==> src/pkg/fpc_pkg.sv <==
/*
 package of the fast ethernet pcs codec: code-groups, patterns,
 timing counts, state encodings and the 4b/5b lookups.
 assumes one 25 MHz clock; one line bit is handled per cycle.
*/
package fpc_pkg;

   // -----------------------------------------------------------
   // code-groups and patterns
   // -----------------------------------------------------------
   localparam logic [4:0] CG_IDLE = 5'h1f;
   localparam logic [4:0] CG_J = 5'h18;
   localparam logic [4:0] CG_K = 5'h11;
   localparam logic [4:0] CG_T = 5'h0d;
   localparam logic [4:0] CG_R = 5'h07;
   localparam logic [4:0] CG_H = 5'h04;
   localparam logic [9:0] CG_PAIR_TR = 10'h1a7;
   localparam logic [9:0] CG_PAIR_II = 10'h3ff;
   localparam logic [14:0] CG_IDLE_JK = 15'h7f11;
   localparam logic [3:0] NIB_PRE = 4'h5;
   localparam logic [3:0] NIB_BAD = 4'he;

   // -----------------------------------------------------------
   // counts and timing
   // -----------------------------------------------------------
   localparam logic [2:0] DIV_LAST = 3'h4;
   localparam logic [3:0] SSD_WAIT = 4'h8;
   localparam logic [7:0] LOCK_RUN = 8'h3c;
   localparam logic [1:0] MAN_NIB_LAST = 2'h3;
   localparam logic SEED_MSB = 1'b1;
   localparam int HOLD_US = 722;
   localparam int CLK_MHZ = 25;
   localparam int HOLD_CYC = HOLD_US * CLK_MHZ;

   // -----------------------------------------------------------
   // mlt-3 levels and state encodings
   // -----------------------------------------------------------
   localparam logic [1:0] MLT_ZERO = 2'h0;
   localparam logic [1:0] MLT_POS = 2'h1;
   localparam logic [1:0] MLT_NEG = 2'h3;

   typedef enum logic [1:0] {
      FPC_TX_IDLE = 2'h0,
      FPC_TX_SSD2 = 2'h1,
      FPC_TX_DATA = 2'h3,
      FPC_TX_ESD2 = 2'h2
   } fpc_tx_e;

   typedef enum logic [1:0] {
      FPC_RX_IDLE = 2'h0,
      FPC_RX_PKT = 2'h1,
      FPC_RX_BAD = 2'h3
   } fpc_rx_e;

   // -----------------------------------------------------------
   // lookups
   // -----------------------------------------------------------
   function automatic logic [4:0] fpc_enc(input logic [3:0] nib);
      logic [4:0] cg;
      cg = 5'h1e;
      unique case (nib)
         4'h0: cg = 5'h1e;
         4'h1: cg = 5'h09;
         4'h2: cg = 5'h14;
         4'h3: cg = 5'h15;
         4'h4: cg = 5'h0a;
         4'h5: cg = 5'h0b;
         4'h6: cg = 5'h0e;
         4'h7: cg = 5'h0f;
         4'h8: cg = 5'h12;
         4'h9: cg = 5'h13;
         4'ha: cg = 5'h16;
         4'hb: cg = 5'h17;
         4'hc: cg = 5'h1a;
         4'hd: cg = 5'h1b;
         4'he: cg = 5'h1c;
         4'hf: cg = 5'h1d;
      endcase
      return cg;
   endfunction

   // returns {valid, nibble}; anything but data is invalid
   function automatic logic [4:0] fpc_dec(input logic [4:0] cg);
      logic [4:0] r;
      r = {1'b0, cg[3:0]};
      case (cg)
         5'h1e: r = 5'h10;
         5'h09: r = 5'h11;
         5'h14: r = 5'h12;
         5'h15: r = 5'h13;
         5'h0a: r = 5'h14;
         5'h0b: r = 5'h15;
         5'h0e: r = 5'h16;
         5'h0f: r = 5'h17;
         5'h12: r = 5'h18;
         5'h13: r = 5'h19;
         5'h16: r = 5'h1a;
         5'h17: r = 5'h1b;
         5'h1a: r = 5'h1c;
         5'h1b: r = 5'h1d;
         5'h1c: r = 5'h1e;
         5'h1d: r = 5'h1f;
         default: r = {1'b0, cg[3:0]};
      endcase
      return r;
   endfunction

endpackage

==> src/hdl/fpc_tx_line.sv <==
/*
 transmit line coder: scrambler seeded from the phy address,
 nrzi encoder and mlt-3 encoder, one code bit per clock.
 assumes the code bit is presented every cycle by the encoder.
*/
`timescale 1ns/1ns
module fpc_tx_line (
   input wire logic ref_clk,
   input wire logic rst,
   input wire logic [4:0] phy_addr,
   input wire logic code_bit,
   output logic [1:0] line_level
);

   typedef struct packed {
      logic seeded;
      logic [10:0] lfsr;
      logic nrzi;
      logic [1:0] phase;
      logic [1:0] level;
   } fpc_txl_s;

   fpc_txl_s st, next_st;
   logic key, scr;

   assign key = st.lfsr[10] ^ st.lfsr[8];
   assign scr = code_bit ^ key;

   always_comb begin
      next_st = st;
      if (!st.seeded) begin
         // seed loaded after reset release, never zero
         next_st.lfsr = {fpc_pkg::SEED_MSB, ~phy_addr, phy_addr};
         next_st.seeded = 1'b1;
      end else begin
         next_st.lfsr = {st.lfsr[9:0], key};
         next_st.nrzi = st.nrzi ^ scr;
         if (next_st.nrzi) begin
            next_st.phase = st.phase + 2'h1;
         end
      end
      unique case (next_st.phase)
         2'h1: next_st.level = fpc_pkg::MLT_POS;
         2'h3: next_st.level = fpc_pkg::MLT_NEG;
         default: next_st.level = fpc_pkg::MLT_ZERO;
      endcase
   end

   always_ff @(posedge ref_clk or posedge rst) begin
      if (rst) begin
         st <= '0;
      end else begin
         st <= next_st;
      end
   end

   assign line_level = st.level;

endmodule // fpc_tx_line

==> src/hdl/fpc_rx_line.sv <==
/*
 receive line decoder: mlt-3 to nrzi, nrzi to nrz, descrambler
 that locks on idle and watches that the lock holds.
 assumes one equalised level per clock from the front end.
*/
`timescale 1ns/1ns
module fpc_rx_line #(
   parameter int unsigned HOLD_CYCLES = fpc_pkg::HOLD_CYC
) (
   input wire logic ref_clk,
   input wire logic rst,
   input wire logic [1:0] line_level,
   output logic nrz_bit,
   output logic locked
);

   typedef struct packed {
      logic [1:0] prev_level;
      logic prev_nrzi;
      logic [10:0] lfsr;
      logic [7:0] run;
      logic [15:0] hold;
      logic locked;
      logic bit_out;
   } fpc_rxl_s;

   fpc_rxl_s st, next_st;
   logic nrzi, scr, pred, plain;

   assign nrzi = line_level != st.prev_level;
   assign scr = nrzi ^ st.prev_nrzi;
   assign pred = st.lfsr[10] ^ st.lfsr[8];
   assign plain = scr ^ pred;

   always_comb begin
      next_st = st;
      next_st.prev_level = line_level;
      next_st.prev_nrzi = nrzi;
      next_st.bit_out = 1'b1;
      if (!st.locked) begin
         // idle is all ones, so the key shows through inverted
         next_st.lfsr = {st.lfsr[9:0], ~scr};
         next_st.hold = 16'h0000;
         if (pred == ~scr) begin
            next_st.run = st.run + 8'h01;
         end else begin
            next_st.run = 8'h00;
         end
         if (next_st.run == fpc_pkg::LOCK_RUN) begin
            next_st.locked = 1'b1;
            next_st.run = 8'h00;
         end
      end else begin
         next_st.lfsr = {st.lfsr[9:0], pred};
         next_st.bit_out = plain;
         if (!plain) begin
            next_st.run = 8'h00;
         end else if (st.run != fpc_pkg::LOCK_RUN) begin
            next_st.run = st.run + 8'h01;
         end
         // a run of idle ones restarts the watchdog
         if (next_st.run == fpc_pkg::LOCK_RUN) begin
            next_st.hold = 16'h0000;
         end else begin
            next_st.hold = st.hold + 16'h0001;
         end
         if (st.hold == HOLD_CYCLES[15:0]) begin
            next_st.locked = 1'b0;
            next_st.run = 8'h00;
         end
      end
   end

   always_ff @(posedge ref_clk or posedge rst) begin
      if (rst) begin
         st <= '0;
      end else begin
         st <= next_st;
      end
   end

   assign nrz_bit = st.bit_out;
   assign locked = st.locked;

endmodule // fpc_rx_line

==> src/hdl/fpc_codec.sv <==
/*
 fast ethernet pcs codec top: 4b/5b transmit encoder with
 delimiters and idle fill, receive code-group alignment and
 decoder, and the 10 Mb/s manchester receive path.
 assumes mac nibbles are exchanged on the tx_take and rx_strobe
 pulses, one code-group per five clocks, and that the front end
 delivers one line level or manchester half-bit per clock.
*/
`timescale 1ns/1ns
// Functional notes
// - data nibbles map to sixteen data code-groups
// - first preamble byte becomes J then K
// - remaining preamble and data nibbles get encoded
// - tx enable drop appends T then R
// - idle code-group sent whenever no packet
// - control code-groups in data flag receive error
// - scrambler seed derived from phy address
// - scrambled stream passes an nrzi encoder
// - nrzi output drives three-level mlt-3 stepping
// - mlt-3 to nrzi to nrz, then descrambler
// - descrambler locks using received idle stream
// - no 100 Mb/s transmit or receive until locked; 10 Mb/s receive does not wait for lock
// - watch lock, reacquire on idle if lost
// - align to code-groups, decode by table
// - idle then J/K yields preamble 0101 0101
// - packet ends on T/R or two idles
// - 10 Mb/s manchester decode into nibbles
// - bad start: error, nibble 1110 until idles
module fpc_codec #(
   parameter int unsigned HOLD_CYCLES = fpc_pkg::HOLD_CYC
) (
   input wire logic ref_clk,
   input wire logic rst,
   input wire logic [4:0] phy_addr,
   input wire logic mode_10m,
   input wire logic tx_en,
   input wire logic [3:0] txd,
   input wire logic tx_er,
   output logic tx_take,
   output logic [1:0] line_tx_level,
   input wire logic [1:0] line_rx_level,
   input wire logic man_rx,
   input wire logic man_valid,
   output logic rx_dv,
   output logic rx_er,
   output logic [3:0] rxd,
   output logic rx_strobe,
   output logic crs,
   output logic scr_locked
);

   // -----------------------------------------------------------
   // state
   // -----------------------------------------------------------
   typedef struct packed {
      logic [2:0] div;
      fpc_pkg::fpc_tx_e txs;
      logic [4:0] tx_grp;
      fpc_pkg::fpc_rx_e rxs;
      logic [14:0] rsr;
      logic [2:0] rbit;
      logic [3:0] zc;
      logic pre2;
      logic [3:0] rxd;
      logic rx_dv;
      logic rx_er;
      logic rx_strobe;
      logic crs;
      logic mph;
      logic mhalf;
      logic mprev;
      logic mframe;
      logic [1:0] mcnt;
      logic [3:0] mnib;
   } fpc_codec_s;

   fpc_codec_s st, next_st;
   logic tick;
   logic tx_start;
   logic rx_bit;
   logic [14:0] sr;
   logic [4:0] dec_prev;
   logic group_end;
   logic [3:0] man_nib;

   // -----------------------------------------------------------
   // line coders
   // -----------------------------------------------------------
   fpc_tx_line u_tx_line (
      .ref_clk(ref_clk),
      .rst(rst),
      .phy_addr(phy_addr),
      .code_bit(st.tx_grp[4]),
      .line_level(line_tx_level)
   );

   fpc_rx_line #(
      .HOLD_CYCLES(HOLD_CYCLES)
   ) u_rx_line (
      .ref_clk(ref_clk),
      .rst(rst),
      .line_level(line_rx_level),
      .nrz_bit(rx_bit),
      .locked(scr_locked)
   );

   // -----------------------------------------------------------
   // shared decode
   // -----------------------------------------------------------
   assign tick = st.div == fpc_pkg::DIV_LAST;
   // packets start only once the far end is tracked
   assign tx_start = tx_en && scr_locked && !mode_10m;
   assign sr = {st.rsr[13:0], rx_bit};
   assign dec_prev = fpc_pkg::fpc_dec(sr[9:5]);
   assign group_end = st.rbit == fpc_pkg::DIV_LAST;
   assign man_nib = {man_rx, st.mnib[3:1]};
   assign tx_take = tick && tx_en &&
      (st.txs == fpc_pkg::FPC_TX_SSD2 ||
       st.txs == fpc_pkg::FPC_TX_DATA ||
       (st.txs == fpc_pkg::FPC_TX_IDLE && tx_start));

   always_comb begin
      next_st = st;
      next_st.rx_strobe = 1'b0;
      next_st.rsr = sr;

      // ---------------------------------------------------------
      // transmit encoder
      // ---------------------------------------------------------
      // one code-group per five clocks, sent msb first
      next_st.div = tick ? 3'h0 : st.div + 3'h1;
      if (tick) begin
         unique case (st.txs)
            fpc_pkg::FPC_TX_IDLE: begin
               if (tx_start) begin
                  // first preamble nibble is dropped for J
                  next_st.tx_grp = fpc_pkg::CG_J;
                  next_st.txs = fpc_pkg::FPC_TX_SSD2;
               end else begin
                  next_st.tx_grp = fpc_pkg::CG_IDLE;
               end
            end
            fpc_pkg::FPC_TX_SSD2: begin
               next_st.tx_grp = fpc_pkg::CG_K;
               next_st.txs = fpc_pkg::FPC_TX_DATA;
            end
            fpc_pkg::FPC_TX_DATA: begin
               if (!tx_en) begin
                  next_st.tx_grp = fpc_pkg::CG_T;
                  next_st.txs = fpc_pkg::FPC_TX_ESD2;
               end else if (tx_er) begin
                  next_st.tx_grp = fpc_pkg::CG_H;
               end else begin
                  next_st.tx_grp = fpc_pkg::fpc_enc(txd);
               end
            end
            fpc_pkg::FPC_TX_ESD2: begin
               next_st.tx_grp = fpc_pkg::CG_R;
               next_st.txs = fpc_pkg::FPC_TX_IDLE;
            end
         endcase
      end else begin
         // shifting in ones keeps a stray bit looking like idle
         next_st.tx_grp = {st.tx_grp[3:0], 1'b1};
      end

      // ---------------------------------------------------------
      // 100 Mb/s receive decoder
      // ---------------------------------------------------------
      if (mode_10m || !scr_locked) begin
         // nothing is delivered while the descrambler hunts
         next_st.rxs = fpc_pkg::FPC_RX_IDLE;
         next_st.zc = 4'h0;
         next_st.pre2 = 1'b0;
         next_st.rbit = 3'h0;
      end else begin
         unique case (st.rxs)
            fpc_pkg::FPC_RX_IDLE: begin
               next_st.rx_dv = 1'b0;
               next_st.rx_er = 1'b0;
               next_st.crs = 1'b0;
               if (sr == fpc_pkg::CG_IDLE_JK) begin
                  // J/K after idle fixes the group boundary here
                  next_st.rxs = fpc_pkg::FPC_RX_PKT;
                  next_st.rbit = 3'h0;
                  next_st.zc = 4'h0;
                  next_st.pre2 = 1'b1;
                  next_st.rxd = fpc_pkg::NIB_PRE;
                  next_st.rx_dv = 1'b1;
                  next_st.crs = 1'b1;
                  next_st.rx_strobe = 1'b1;
               end else if (st.zc != 4'h0) begin
                  next_st.zc = st.zc + 4'h1;
                  if (next_st.zc == fpc_pkg::SSD_WAIT) begin
                     // a zero arrived but no J/K completed
                     next_st.rxs = fpc_pkg::FPC_RX_BAD;
                     next_st.rbit = 3'h0;
                     next_st.zc = 4'h0;
                     next_st.crs = 1'b1;
                     next_st.rx_er = 1'b1;
                  end
               end else if (!rx_bit) begin
                  next_st.zc = 4'h1;
               end
            end
            fpc_pkg::FPC_RX_PKT: begin
               next_st.rbit = group_end ? 3'h0 : st.rbit + 3'h1;
               if (group_end) begin
                  if (sr[9:0] == fpc_pkg::CG_PAIR_TR ||
                      sr[9:0] == fpc_pkg::CG_PAIR_II) begin
                     next_st.rxs = fpc_pkg::FPC_RX_IDLE;
                     next_st.rx_dv = 1'b0;
                     next_st.rx_er = 1'b0;
                     next_st.crs = 1'b0;
                     next_st.pre2 = 1'b0;
                  end else if (st.pre2) begin
                     // the K group also reads as preamble
                     next_st.pre2 = 1'b0;
                     next_st.rxd = fpc_pkg::NIB_PRE;
                     next_st.rx_er = 1'b0;
                     next_st.rx_strobe = 1'b1;
                  end else begin
                     // output lags one group so T/R is never sent
                     next_st.rxd = dec_prev[3:0];
                     next_st.rx_er = ~dec_prev[4];
                     next_st.rx_dv = 1'b1;
                     next_st.rx_strobe = 1'b1;
                  end
               end
            end
            fpc_pkg::FPC_RX_BAD: begin
               next_st.rbit = group_end ? 3'h0 : st.rbit + 3'h1;
               if (sr[9:0] == fpc_pkg::CG_PAIR_II) begin
                  // idle run ends the false carrier at any phase
                  next_st.rxs = fpc_pkg::FPC_RX_IDLE;
                  next_st.rx_er = 1'b0;
                  next_st.crs = 1'b0;
               end else if (group_end) begin
                  next_st.rxd = fpc_pkg::NIB_BAD;
                  next_st.rx_er = 1'b1;
                  next_st.rx_dv = 1'b0;
                  next_st.rx_strobe = 1'b1;
               end
            end
            default: begin
               next_st.rxs = fpc_pkg::FPC_RX_IDLE;
            end
         endcase
         if (st.rxs != fpc_pkg::FPC_RX_IDLE &&
             next_st.rxs == fpc_pkg::FPC_RX_IDLE) begin
            next_st.zc = 4'h0;
         end
      end
      if (!mode_10m && !scr_locked) begin
         next_st.rx_dv = 1'b0;
         next_st.rx_er = 1'b0;
         next_st.crs = 1'b0;
      end

      // ---------------------------------------------------------
      // 10 Mb/s manchester receive
      // ---------------------------------------------------------
      // half-bits arrive one per clock; a one is low then high,
      // so the second half carries the bit value
      if (mode_10m) begin
         if (!man_valid) begin
            next_st.mph = 1'b0;
            next_st.mframe = 1'b0;
            next_st.mcnt = 2'h0;
            next_st.mprev = 1'b0;
            next_st.rx_dv = 1'b0;
            next_st.rx_er = 1'b0;
            next_st.crs = 1'b0;
         end else if (!st.mph) begin
            next_st.mph = 1'b1;
            next_st.mhalf = man_rx;
            next_st.crs = 1'b1;
         end else begin
            next_st.mph = 1'b0;
            next_st.mprev = man_rx;
            if (!st.mframe) begin
               // preamble alternates; the delimiter ends in 1 1
               if (st.mprev && man_rx && !st.mhalf) begin
                  next_st.mframe = 1'b1;
                  next_st.mcnt = 2'h0;
               end
            end else begin
               // nibbles go out least significant bit first
               next_st.mnib = man_nib;
               next_st.mcnt = st.mcnt + 2'h1;
               if (st.mcnt == fpc_pkg::MAN_NIB_LAST) begin
                  next_st.rxd = man_nib;
                  next_st.rx_dv = 1'b1;
                  // equal halves of the nibble's last bit mean a coding violation; earlier bits are not checked
                  next_st.rx_er = st.mhalf == man_rx;
                  next_st.rx_strobe = 1'b1;
               end
            end
         end
      end
   end

   // -----------------------------------------------------------
   // registers
   // -----------------------------------------------------------
   always_ff @(posedge ref_clk or posedge rst) begin
      if (rst) begin
         st <= '0;
      end else begin
         st <= next_st;
      end
   end

   assign rx_dv = st.rx_dv;
   assign rx_er = st.rx_er;
   assign rxd = st.rxd;
   assign rx_strobe = st.rx_strobe;
   assign crs = st.crs;

endmodule // fpc_codec

==> config.mk <==
export PLATFORM = sky130hd
export DESIGN_NAME = fpc_codec
export DESIGN_NICKNAME = d
export VERILOG_FILES = /design/src/pkg/fpc_pkg.sv /design/src/hdl/fpc_tx_line.sv /design/src/hdl/fpc_rx_line.sv /design/src/hdl/fpc_codec.sv
export SDC_FILE = /design/constraint.sdc
export NUM_CORES = 1
export LEC_CHECK = 0
export BUFFER_PORTS_ARGS = -buffer_cell sky130_fd_sc_hd__buf_2
export CAP_MARGIN = 0
export CORE_ASPECT_RATIO = 1.1
export CORE_MARGIN = 4
export CORE_UTILIZATION = 65
export DETAILED_ROUTE_END_ITERATION = 7
export GPL_TIMING_DRIVEN = 0
export PLACE_DENSITY_LB_ADDON = 0.3
export SLEW_MARGIN = 30
export SYNTH_ARGS = -nofsm -noshare
export SYNTH_HDL_FRONTEND = slang
export SYNTH_SLANG_ARGS = --single-unit
==> constraint.sdc <==
create_clock -name ref_clk -period 6.9 [get_ports ref_clk]
set_input_delay 1.38 -clock ref_clk [delete_from_list [all_inputs] [get_ports ref_clk]]
set_output_delay 1.38 -clock ref_clk [all_outputs]
set_load 0.02 [all_outputs]
==> results.yml, run 1 <==
sta:
  worst_pin_slew_ns: 0.672
  min_period_ns: 4.04
  fmax_mhz: 247
  finalCritPeriodShare: 0.586
  finClkSkew_ns: 0.0103
  hold_violations: 0
  finalMaxSlewViolations: 0
  finalSetupTns_ns: 0
  max-slew-margin-rel: 0.550
  fin_ws_ns: 2.86
  grt_setup_unrepaired: "no"
  setup_viol: 0
synthesis:
  syn-cell-area_um2: 5190
  syn_nets: 556
  synth_seq_area_share: 0.516
  synthCells: 526
  synth_ff_type: "dfrtp_1"
  yosysWarnings: 0
  avgSynthCellArea_um2: 9.87
  synth_seq_cells: 107
  ys_async_sr_fraction: 1.00
  synth_cell_types: 65
  synth-edff-count: 0
power:
  vdd_drop_max_uv: 169
  p_leak_nw: 2.48
  finalPower_mw: 1.28
  power_density_nw_per_um2: 223
drt:
  routed_wl_um: 10000
  route.detailed.drc: 0
  dr.pass1.iters: 4
  postRouteAntennaNets: 0
  wire_per_inst_um: 14.8
  drtIter0Drc: 258
  vias_per_cell: 5.88
  dr_total_vias: 3978
floorplanning:
  fp.dieH_um: 102
  rows: 33
  die_w_um: 93.2
  die_area_um2: 9490
  io_pins: 30
  start_util: 0.684
  core-area_um2: 7600
clocking:
  cts.path.max_buffers: 2
  clk_latency_ns: 0.37
  numCtsBuffers: 9
  clk_pin_slew_ns: 0.10
  numClockSinks: 107
  h-tree-depth: 3
  cts_resized: 0
  cts-root-buf: "clkbuf_8"
  cts_setup_buffers: 0
  tritoncts: "done"
  hold_buffers: 0
critical_path:
  critPathKind: "in -> out"
  setup.worst_path.start: "mode_10m"
  crit_path_max_fanout: 10
  r2r-start: "u_rx_line.st[19]$_DFF_PP0_"
  endpoint_kind: "output port"
  start_kind: "input pin"
  cp.required_ns: 5.52
  r2r_setup_slack_ns: 4.42
  r2r_end: "u_rx_line.st[9]$_DFF_PP0_"
  arrival_ns: 2.66
  reg2reg_depth: 9
placement:
  globalplace.congestion: 0.876
  io_buffer_count: 29
  dp_hpwl_um: 7100
  place_area_um2: 5500
  post-place-ws_ns: 2.86
global_route:
  grt_pass1_vias: 3880
  grt.total_usage: 0.229
  grt_overflow: 0
  antenna_found_initial: 0
  grt_max_degree: 55
  grt_pass1_wl_um: 17600
final_layout:
  drive_above_1_share: 0.126
  most-common-layout-cells: "dfrtp_1, nor2_1, nand2_1, buf_2, o21ai_0"
  finish.instance_area_um2: 5720
  area_growth_pct: 10.0
  final_common_cell: "dfrtp_1"
  n_antenna_cell: 0
  finalNetCount: 597
  fillers: 548
outcome:
  run_status: "completed"
run:
  max-cap-violations: 0
worst_hold_path:
  min_path_type: "reg -> reg"
  holdPathStages: 0
  hp-start: "u_rx_line.st[35]$_DFF_PP0_"
  hold_path_end: "u_rx_line.st[36]$_DFF_PP0_"
[through the flow]
step	std cells	utilization	hold WS, ns
finish	676	0.752	0.352
global route	676	0.752	0.363
CTS	676	0.752	0.357
detailed placement	661	0.724	0.337
global placement	660	0.720	0.337
floorplan	526	-	0.331
[metal layers]
metal  part of all wire  track usage
met1               0.44        0.300
met2               0.51        0.390
met3              0.034       0.0394
met4              0.018       0.0778
met5                  0            0
[report_power, final]
part           total [mW]  switching, mW  leakage [nW]  internal, mW
Sequential          0.696         0.0254          1.30         0.671
Combinational       0.168          0.101          1.07        0.0672
Clock               0.413          0.208         0.103         0.205
[synthesized netlist by cell type (4+ instances only)]
library cell,instances,area share
dfrtp_1,107,0.52
nor2_1,62,0.045
nand2_1,44,0.032
o21ai_0,28,0.027
inv_1,25,0.018
nand3_1,24,0.023
a21oi_1,21,0.020
xor2_1,16,0.027
xnor2_1,15,0.025
a31oi_1,14,0.017
clkbuf_1,13,0.0094
ha_1,12,0.029
nand4_1,9,0.011
nand2b_1,8,0.0096
and3_1,7,0.0084
buf_2,7,0.0067
and2_1,6,0.0072
buf_4,6,0.0087
mux2_2,6,0.013
nor3_1,6,0.0058
nor2b_1,5,0.0060
o211ai_1,5,0.0072
o22ai_1,5,0.0060
a22o_1,4,0.0067
and4_1,4,0.0067
o311ai_0,4,0.0067
[state kept, by name (all words and copies together), names as in the netlist]
signal,flops
u_rx_line.st,38
st,26
u_tx_line.st,15
next_st,14
rxd,4
man_nib,3
crs,1
rx_dv,1
rx_er,1
rx_strobe,1
u_rx_line.locked,1
u_rx_line.nrz_bit,1
u_tx_line.line_level,1
[how the worst max path moves through the flow]
stage / slack, ns / endpoint / cells past startpoint
floorplan: 2.70 / crs$_DFF_PP0_ / 1
global placement: 1.66 / man_nib[1]$_DFFE_PP0P_ / 2
detailed placement: 2.86 / tx_take / 7
CTS: 2.86 / tx_take / 7
global route: 2.74 / tx_take / 7
finish: 2.86 / tx_take / 7
[worst max-delay path, stage by stage]
cell,delay [ns]
buf_2,0.09
buf_2,0.18
nand2b_1,0.12
clkbuf_1,0.44
nor2_1,0.08
o211a_1,0.21
buf_2,0.16
[kinds of logic (layout without fill, tap and decap cells)]
group / after synthesis / count (layout) / synth area share
other cells: 1 / 1 / 0.000722
fa+ha+maj: 12 / 12 / 0.0289
simple gates: 196 / 196 / 0.187
mux: 9 / 9 / 0.0188
compound gates: 118 / 118 / 0.152
buf+inv: 52 / 97 / 0.0438
xor+xnor: 31 / 31 / 0.0523
flops: 107 / 107 / 0.516
[cell type report]
cell class	count	area, um2	share of cell area
buffer	27	134	0.0234
clock buffer	10	128	0.0223
clock inverter	5	85.1	0.0149
inverter	25	98.8	0.0173
multi-input combinational	367	2290	0.400
sequential	107	2680	0.468
tap	105	131	0.0230
timing repair buffer	30	173	0.0302
Power figures use the tool's default switching activity.
==> run 2, diff against run 1 <==
--- a/config.mk
+++ b/config.mk
@@ -9,7 +9,7 @@
 export CAP_MARGIN = 0
 export CORE_ASPECT_RATIO = 1.1
 export CORE_MARGIN = 4
-export CORE_UTILIZATION = 65
+export CORE_UTILIZATION = 61
 export DETAILED_ROUTE_END_ITERATION = 7
 export GPL_TIMING_DRIVEN = 0
 export PLACE_DENSITY_LB_ADDON = 0.3
==> constraint.sdc (replaced) <==
create_clock -name ref_clk -period 4.1 [get_ports ref_clk]
set_input_delay 0.82 -clock ref_clk [delete_from_list [all_inputs] [get_ports ref_clk]]
set_output_delay 0.82 -clock ref_clk [all_outputs]
set_load 0.02 [all_outputs]
==> run 2 against run 1 <==
Worst setup slack got worse by 1.7 ns. Combinational power up 67%. Power grew 67%. Flip-flop and latch count is the same. Critical path depth unchanged. Die area is 6.0% higher. Register-to-register slack worse by 2.8 ns. Hold slack better by 0.011 ns. Sequential power is 68% higher. Global-route usage is 1.1 points lower. Critical endpoint unchanged. Largest power group unchanged. Highest routed layer unchanged.
==> results.yml, run 2 (synthesis gave the netlist of run 1 again) <==
worst_hold_path:
  hp-start: "u_rx_line.st[35]$_DFF_PP0_"
  holdPathStages: 0
  min_path_type: "reg -> reg"
  hold_path_end: "u_rx_line.st[36]$_DFF_PP0_"
placement:
  globalplace.congestion: 0.852
  io_buffer_count: 29
  dp_hpwl_um: 7110
  post-place-ws_ns: 1.15
floorplanning:
  fp.dieH_um: 105
  rows: 35
  start_util: 0.624
  die_area_um2: 10100
  core-area_um2: 8320
  die_w_um: 96.0
  io_pins: 30
clocking:
  cts_setup_buffers: 0
  clk_latency_ns: 0.37
  cts.path.max_buffers: 2
  clk_pin_slew_ns: 0.10
  numClockSinks: 107
  cts-root-buf: "clkbuf_8"
  cts_resized: 0
  tritoncts: "done"
  h-tree-depth: 3
  numCtsBuffers: 9
  hold_buffers: 0
critical_path:
  cp_top_family: "buffers and inverters"
  reg2reg_depth: 9
  crit_slowest_cell: "clkbuf_1"
  slowest_delay_ns: 0.44
  crit_path_max_fanout: 10
  arrival_ns: 2.10
  crit_top_cell: "buf_2"
  crit_chain: "buf_2 > buf_2 > nand2b_1 > clkbuf_1 > nor2_1 > o211a_1 > buf_2"
  critical_path_depth: 7
  path_buf_inv: 4
  cp.required_ns: 3.28
  r2r_setup_slack_ns: 1.63
  start_kind: "input pin"
  r2r_end: "u_rx_line.st[12]$_DFF_PP0_"
  endpoint_kind: "output port"
  setup.worst_path.start: "mode_10m"
  critPathKind: "in -> out"
  r2r-start: "u_rx_line.st[19]$_DFF_PP0_"
sta:
  worst_pin_slew_ns: 0.652
  finalCritPeriodShare: 0.713
  finClkSkew_ns: 0.0124
  fin_ws_ns: 1.18
  setup_viol: 0
  min_period_ns: 2.92
  grt_setup_unrepaired: "no"
  max-slew-margin-rel: 0.564
  finalSetupTns_ns: 0
  finalMaxSlewViolations: 0
  fmax_mhz: 342
  hold_violations: 0
drt:
  dr.pass1.iters: 4
  routed_wl_um: 9980
  drtIter0Drc: 226
  wl_met1_um: 4350
  dr_total_vias: 4007
  route.detailed.drc: 0
  wire_per_inst_um: 14.6
  postRouteAntennaNets: 0
  wl_met2_um: 5090
  vias_per_cell: 5.87
  route.top_layer_used: "met4"
  met3_length_um: 382
global_route:
  grt.total_usage: 0.218
  grt_pass1_vias: 3918
  antenna_found_initial: 0
  grt_max_degree: 70
  grt_overflow: 0
  grt_pass1_wl_um: 17600
final_layout:
  finalNetCount: 597
  regMostFlops: "u_rx_line.st"
  largest_registers: "u_rx_line.st x38, st x26, u_tx_line.st x15"
  largest_reg_flops: 38
  n_antenna_cell: 0
  final_common_cell: "dfrtp_1"
  most-common-layout-cells: "dfrtp_1, nor2_1, nand2_1, buf_2, o21ai_0"
  area_growth_pct: 10.3
  drive_above_1_share: 0.129
run:
  max-cap-violations: 0
power:
  p_leak_nw: 2.48
  power_density_nw_per_um2: 373
  vdd_drop_max_uv: 287
outcome:
  run_status: "completed"
-- run 2: how the worst max path moves through the flow --
stage and end:
2_1_floorplan crs$_DFF_PP0_, 6_report tx_take, 5_1_grt tx_take, 4_1_cts tx_take, 3_5_place_dp tx_take, 3_3_place_gp u_tx_line.st[15]$_DFF_PP0_
-- run 2: through the flow --
step	hold WS, ns	instances	power (mW)	util	area [um2]
CTS	0.361	683	2.15	0.688	5730
floorplan	0.331	526	1.39	-	5190
finish	0.363	683	2.14	0.688	5730
detailed placement	0.340	667	1.47	0.662	5510
global placement	0.335	666	1.46	0.658	5480
global route	0.370	683	2.24	0.688	5730
-- run 2: metal layers --
metal  global-route usage  vias to the layer above
li1                     -                     1935
met5                    0                        -
met3               0.0396                       16
met1                0.283                     1955
met4               0.0833                        0
met2                0.359                      101
-- run 2: final cells by class --
cell class                      instances  area (um2)
Clock inverter                          7        93.8
Buffer                                 27         134
Clock buffer                            9         124
Timing Repair Buffer                   30         173
Inverter                               25        98.8
Sequential cell                       107        2680
Tap cell                              111         139
Multi-Input combinational cell        367        2290
Fill cell                             670        2590
-- run 2: where the power goes --
group | internal [mW] | switching (mW) | leakage, nW | total, mW
clock | 0.299 | 0.387 | 0.107 | 0.686
sequential | 1.13 | 0.0419 | 1.30 | 1.17
combinational | 0.113 | 0.168 | 1.07 | 0.281
total | 1.54 | 0.597 | 2.48 | 2.14
==> run 3, diff against run 2 <==
--- a/config.mk
+++ b/config.mk
@@ -5,6 +5,7 @@
 export SDC_FILE = /design/constraint.sdc
 export NUM_CORES = 1
 export LEC_CHECK = 0
+export ABC_AREA = 1
 export BUFFER_PORTS_ARGS = -buffer_cell sky130_fd_sc_hd__buf_2
 export CAP_MARGIN = 0
 export CORE_ASPECT_RATIO = 1.1
==> constraint.sdc (replaced) <==
create_clock -name ref_clk -period 2.85 [get_ports ref_clk]
set_input_delay 0.57 -clock ref_clk [delete_from_list [all_inputs] [get_ports ref_clk]]
set_output_delay 0.57 -clock ref_clk [all_outputs]
set_load 0.02 [all_outputs]
==> run 3 against run 2 <==
Clock power increased by 32%. Synthesized cell count rose by 19%. Power up 59%. Synthesized area rose by 1.2%. Sequential share of layout area fell by 0.96 points. Die area grew 1.1%. First-iteration DRC count decreased by 12%. Largest cell class unchanged. Largest power group unchanged. Design area increased by 2.1%. Utilization grew 0.71 points.
==> results.yml, run 3 <==
outcome:
  run_status: "completed"
global_route:
  grt_overflow: 0
  grt_max_degree: 29
  antenna_found_initial: 0
  grt.total_usage: 0.218
  grt_pass1_wl_um: 17900
  grt_pass1_vias: 4152
synthesis:
  synth_top_area_frac: 0.509
  synth_most_common_cell: "nand2_1"
  synthTopCellsByArea: "dfrtp_1, nand2_1, inv_1"
  synth_seq_cells: 107
  synth-edff-count: 0
  syn-cell-area_um2: 5260
  synthCells: 625
  synth_seq_area_share: 0.509
  synth_cell_types: 40
  synth_ff_type: "dfrtp_1"
  ys_async_sr_fraction: 1.00
  synth_top_cell_by_area: "dfrtp_1"
  syn_nets: 655
  synth_common_cells: "nand2_1, dfrtp_1, inv_1, nor2_1, o21ai_0"
  yosysWarnings: 0
  avgSynthCellArea_um2: 8.41
critical_path:
  r2r-start: "u_rx_line.st[18]$_DFF_PP0_"
  crit_chain: "inv_1 > nor2_4 > inv_2 > nor2_1 > nand2_1 > a21oi_1 > inv_1 > nor2_1 > buf_2"
  r2r_end: "u_rx_line.st[12]$_DFF_PP0_"
  crit_slowest_cell: "dfrtp_1"
  cp.required_ns: 2.28
  arrival_ns: 1.98
  path_buf_inv: 4
  critPathKind: "reg -> out"
  crit_path_max_fanout: 8
  r2r_setup_slack_ns: 0.80
  cp_top_family: "simple AND/OR/NAND/NOR gates"
  slowest_delay_ns: 0.44
  endpoint_kind: "output port"
  critical_path_depth: 9
  reg2reg_depth: 13
  start_kind: "flop"
run:
  max-cap-violations: 0
sta:
  finalMaxSlewViolations: 0
  finClkSkew_ns: 0.00897
  hold_ws_ns: 0.198
  worst_pin_slew_ns: 0.516
  grt_setup_unrepaired: "no"
  hold_violations: 0
  fin_ws_ns: 0.297
  min_period_ns: 2.55
  setup_viol: 0
  finalCritPeriodShare: 0.896
  finalSetupTns_ns: 0
  max-slew-margin-rel: 0.655
  fmax_mhz: 392
placement:
  dp_hpwl_um: 7570
  io_buffer_count: 29
  post-place-ws_ns: 0.379
  globalplace.congestion: 0.943
  place_area_um2: 5650
floorplanning:
  die_area_um2: 10200
  io_pins: 30
  rows: 35
  die_w_um: 96.5
  core-area_um2: 8410
  start_util: 0.625
  fp.dieH_um: 105
final_layout:
  n_antenna_cell: 0
  fillers: 680
  area_growth_pct: 11.2
  most-common-layout-cells: "nand2_1, dfrtp_1, inv_1, nor2_1, o21ai_0"
  drive_above_1_share: 0.128
  finalNetCount: 699
  regMostFlops: "u_rx_line.st"
  largest_registers: "u_rx_line.st x38, st x26, u_tx_line.st x15"
  final_common_cell: "nand2_1"
  seqCellArea_um2: 2680
  finish.instance_area_um2: 5850
  multi_input_area_um2: 2150
  largest_reg_flops: 38
drt:
  vias_per_cell: 5.29
  wl_met2_um: 5140
  routed_wl_um: 9970
  met3_length_um: 350
  postRouteAntennaNets: 0
  dr_total_vias: 4150
  drtIter0Drc: 199
  wl_met1_um: 4340
  dr.pass1.iters: 5
  wire_per_inst_um: 12.7
  route.detailed.drc: 0
  route.top_layer_used: "met4"
power:
  p_leak_nw: 2.94
  power_density_nw_per_um2: 582
  vdd_drop_max_uv: 282
worst_hold_path:
  min_path_type: "in -> async"
clocking:
  numClockSinks: 107
  numCtsBuffers: 9
  cts.path.max_buffers: 2
  h-tree-depth: 3
  tritoncts: "done"
  hold_buffers: 0
  clk_latency_ns: 0.37
  clk_pin_slew_ns: 0.11
  cts-root-buf: "clkbuf_8"
  cts_setup_buffers: 0
-- run 3: cell types whose count changed after synthesis, moves of 7 or more --
cell      previous run  this run
a31oi_1             14         2
nor3_1               6        15
nor2_2               0        15
nand2b_1             8         0
o21ai_0             28        41
nand2_1             44       144
buf_2                7         0
inv_1               25        87
nand3_1             24        31
nor2_1              62        70
a21oi_1             21        12
clkbuf_1            13         1
-- run 3: worst reg2reg max path: cells and delay by family (launching register included) --
family                   cells  cell delay (ns)
adder cells (fa/ha/maj)      1             0.21
AND/OR/NAND/NOR              9             0.86
XOR/XNOR                     1             0.27
flip-flops                   1             0.43
buffers and inverters        2             0.21
-- run 3: worst max path at each step --
stage | endpoint | startpoint | slack [ns]
final | tx_take | u_rx_line.locked$_DFF_PP0_ | 0.30
after CTS | tx_take | u_rx_line.locked$_DFF_PP0_ | 0.14
after floorplan | tx_take | u_rx_line.locked$_DFF_PP0_ | 0.69
after global placement | next_st[34]$_DFF_PP0_ | rst | 0.38
after detailed placement | tx_take | mode_10m | 0.38
after global routing | tx_take | u_rx_line.locked$_DFF_PP0_ | 0.09
-- run 3: report_power, final --
group	leakage [nW]	switching (mW)	total [mW]	internal [mW]
clock	0.0980	0.545	0.906	0.360
sequential	1.33	0.138	1.82	1.68
combinational	1.51	0.404	0.679	0.275
-- run 3: metrics by stage --
stage          std cells  utilization  power (mW)
3_3_place_gp         765        0.660        2.47
2_1_floorplan        625            -        2.33
6_report             785        0.696        3.40
4_1_cts              785        0.695        3.43
3_5_place_dp         769        0.672        2.53
5_1_grt              785        0.696        3.62
-- run 3: area by class of cell --
cell class,count,area share
tap,111,0.0237
sequential,107,0.458
clock inverter,6,0.00984
buffer,10,0.0167
multi-input combinational,419,0.368
inverter,89,0.0578
timing repair buffer,33,0.0424
clock buffer,10,0.0235
-- run 3: kinds of logic after synthesis --
logic type	Yosys count	synth area share
buffers and inverters	99	0.0821
AOI/OAI and AO/OA	79	0.0859
adders and majority gates	12	0.0286
other	1	0.000713
and+or+nand+nor	301	0.249
xor gates and xnor gates	26	0.0447
DFF	107	0.509
-- run 3: metal layers --
layer / vias to the layer above / global-route usage
li1: 2063 / -
met1: 1981 / 0.282
met2: 92 / 0.367
met3: 14 / 0.0450
met4: 0 / 0.0651
met5: - / 0
-- run 3: repair_timing --
action	CTS	global route
endpoints found under the setup margin	0	1
endpoints found under the hold margin	0	0
resized for setup	0	2
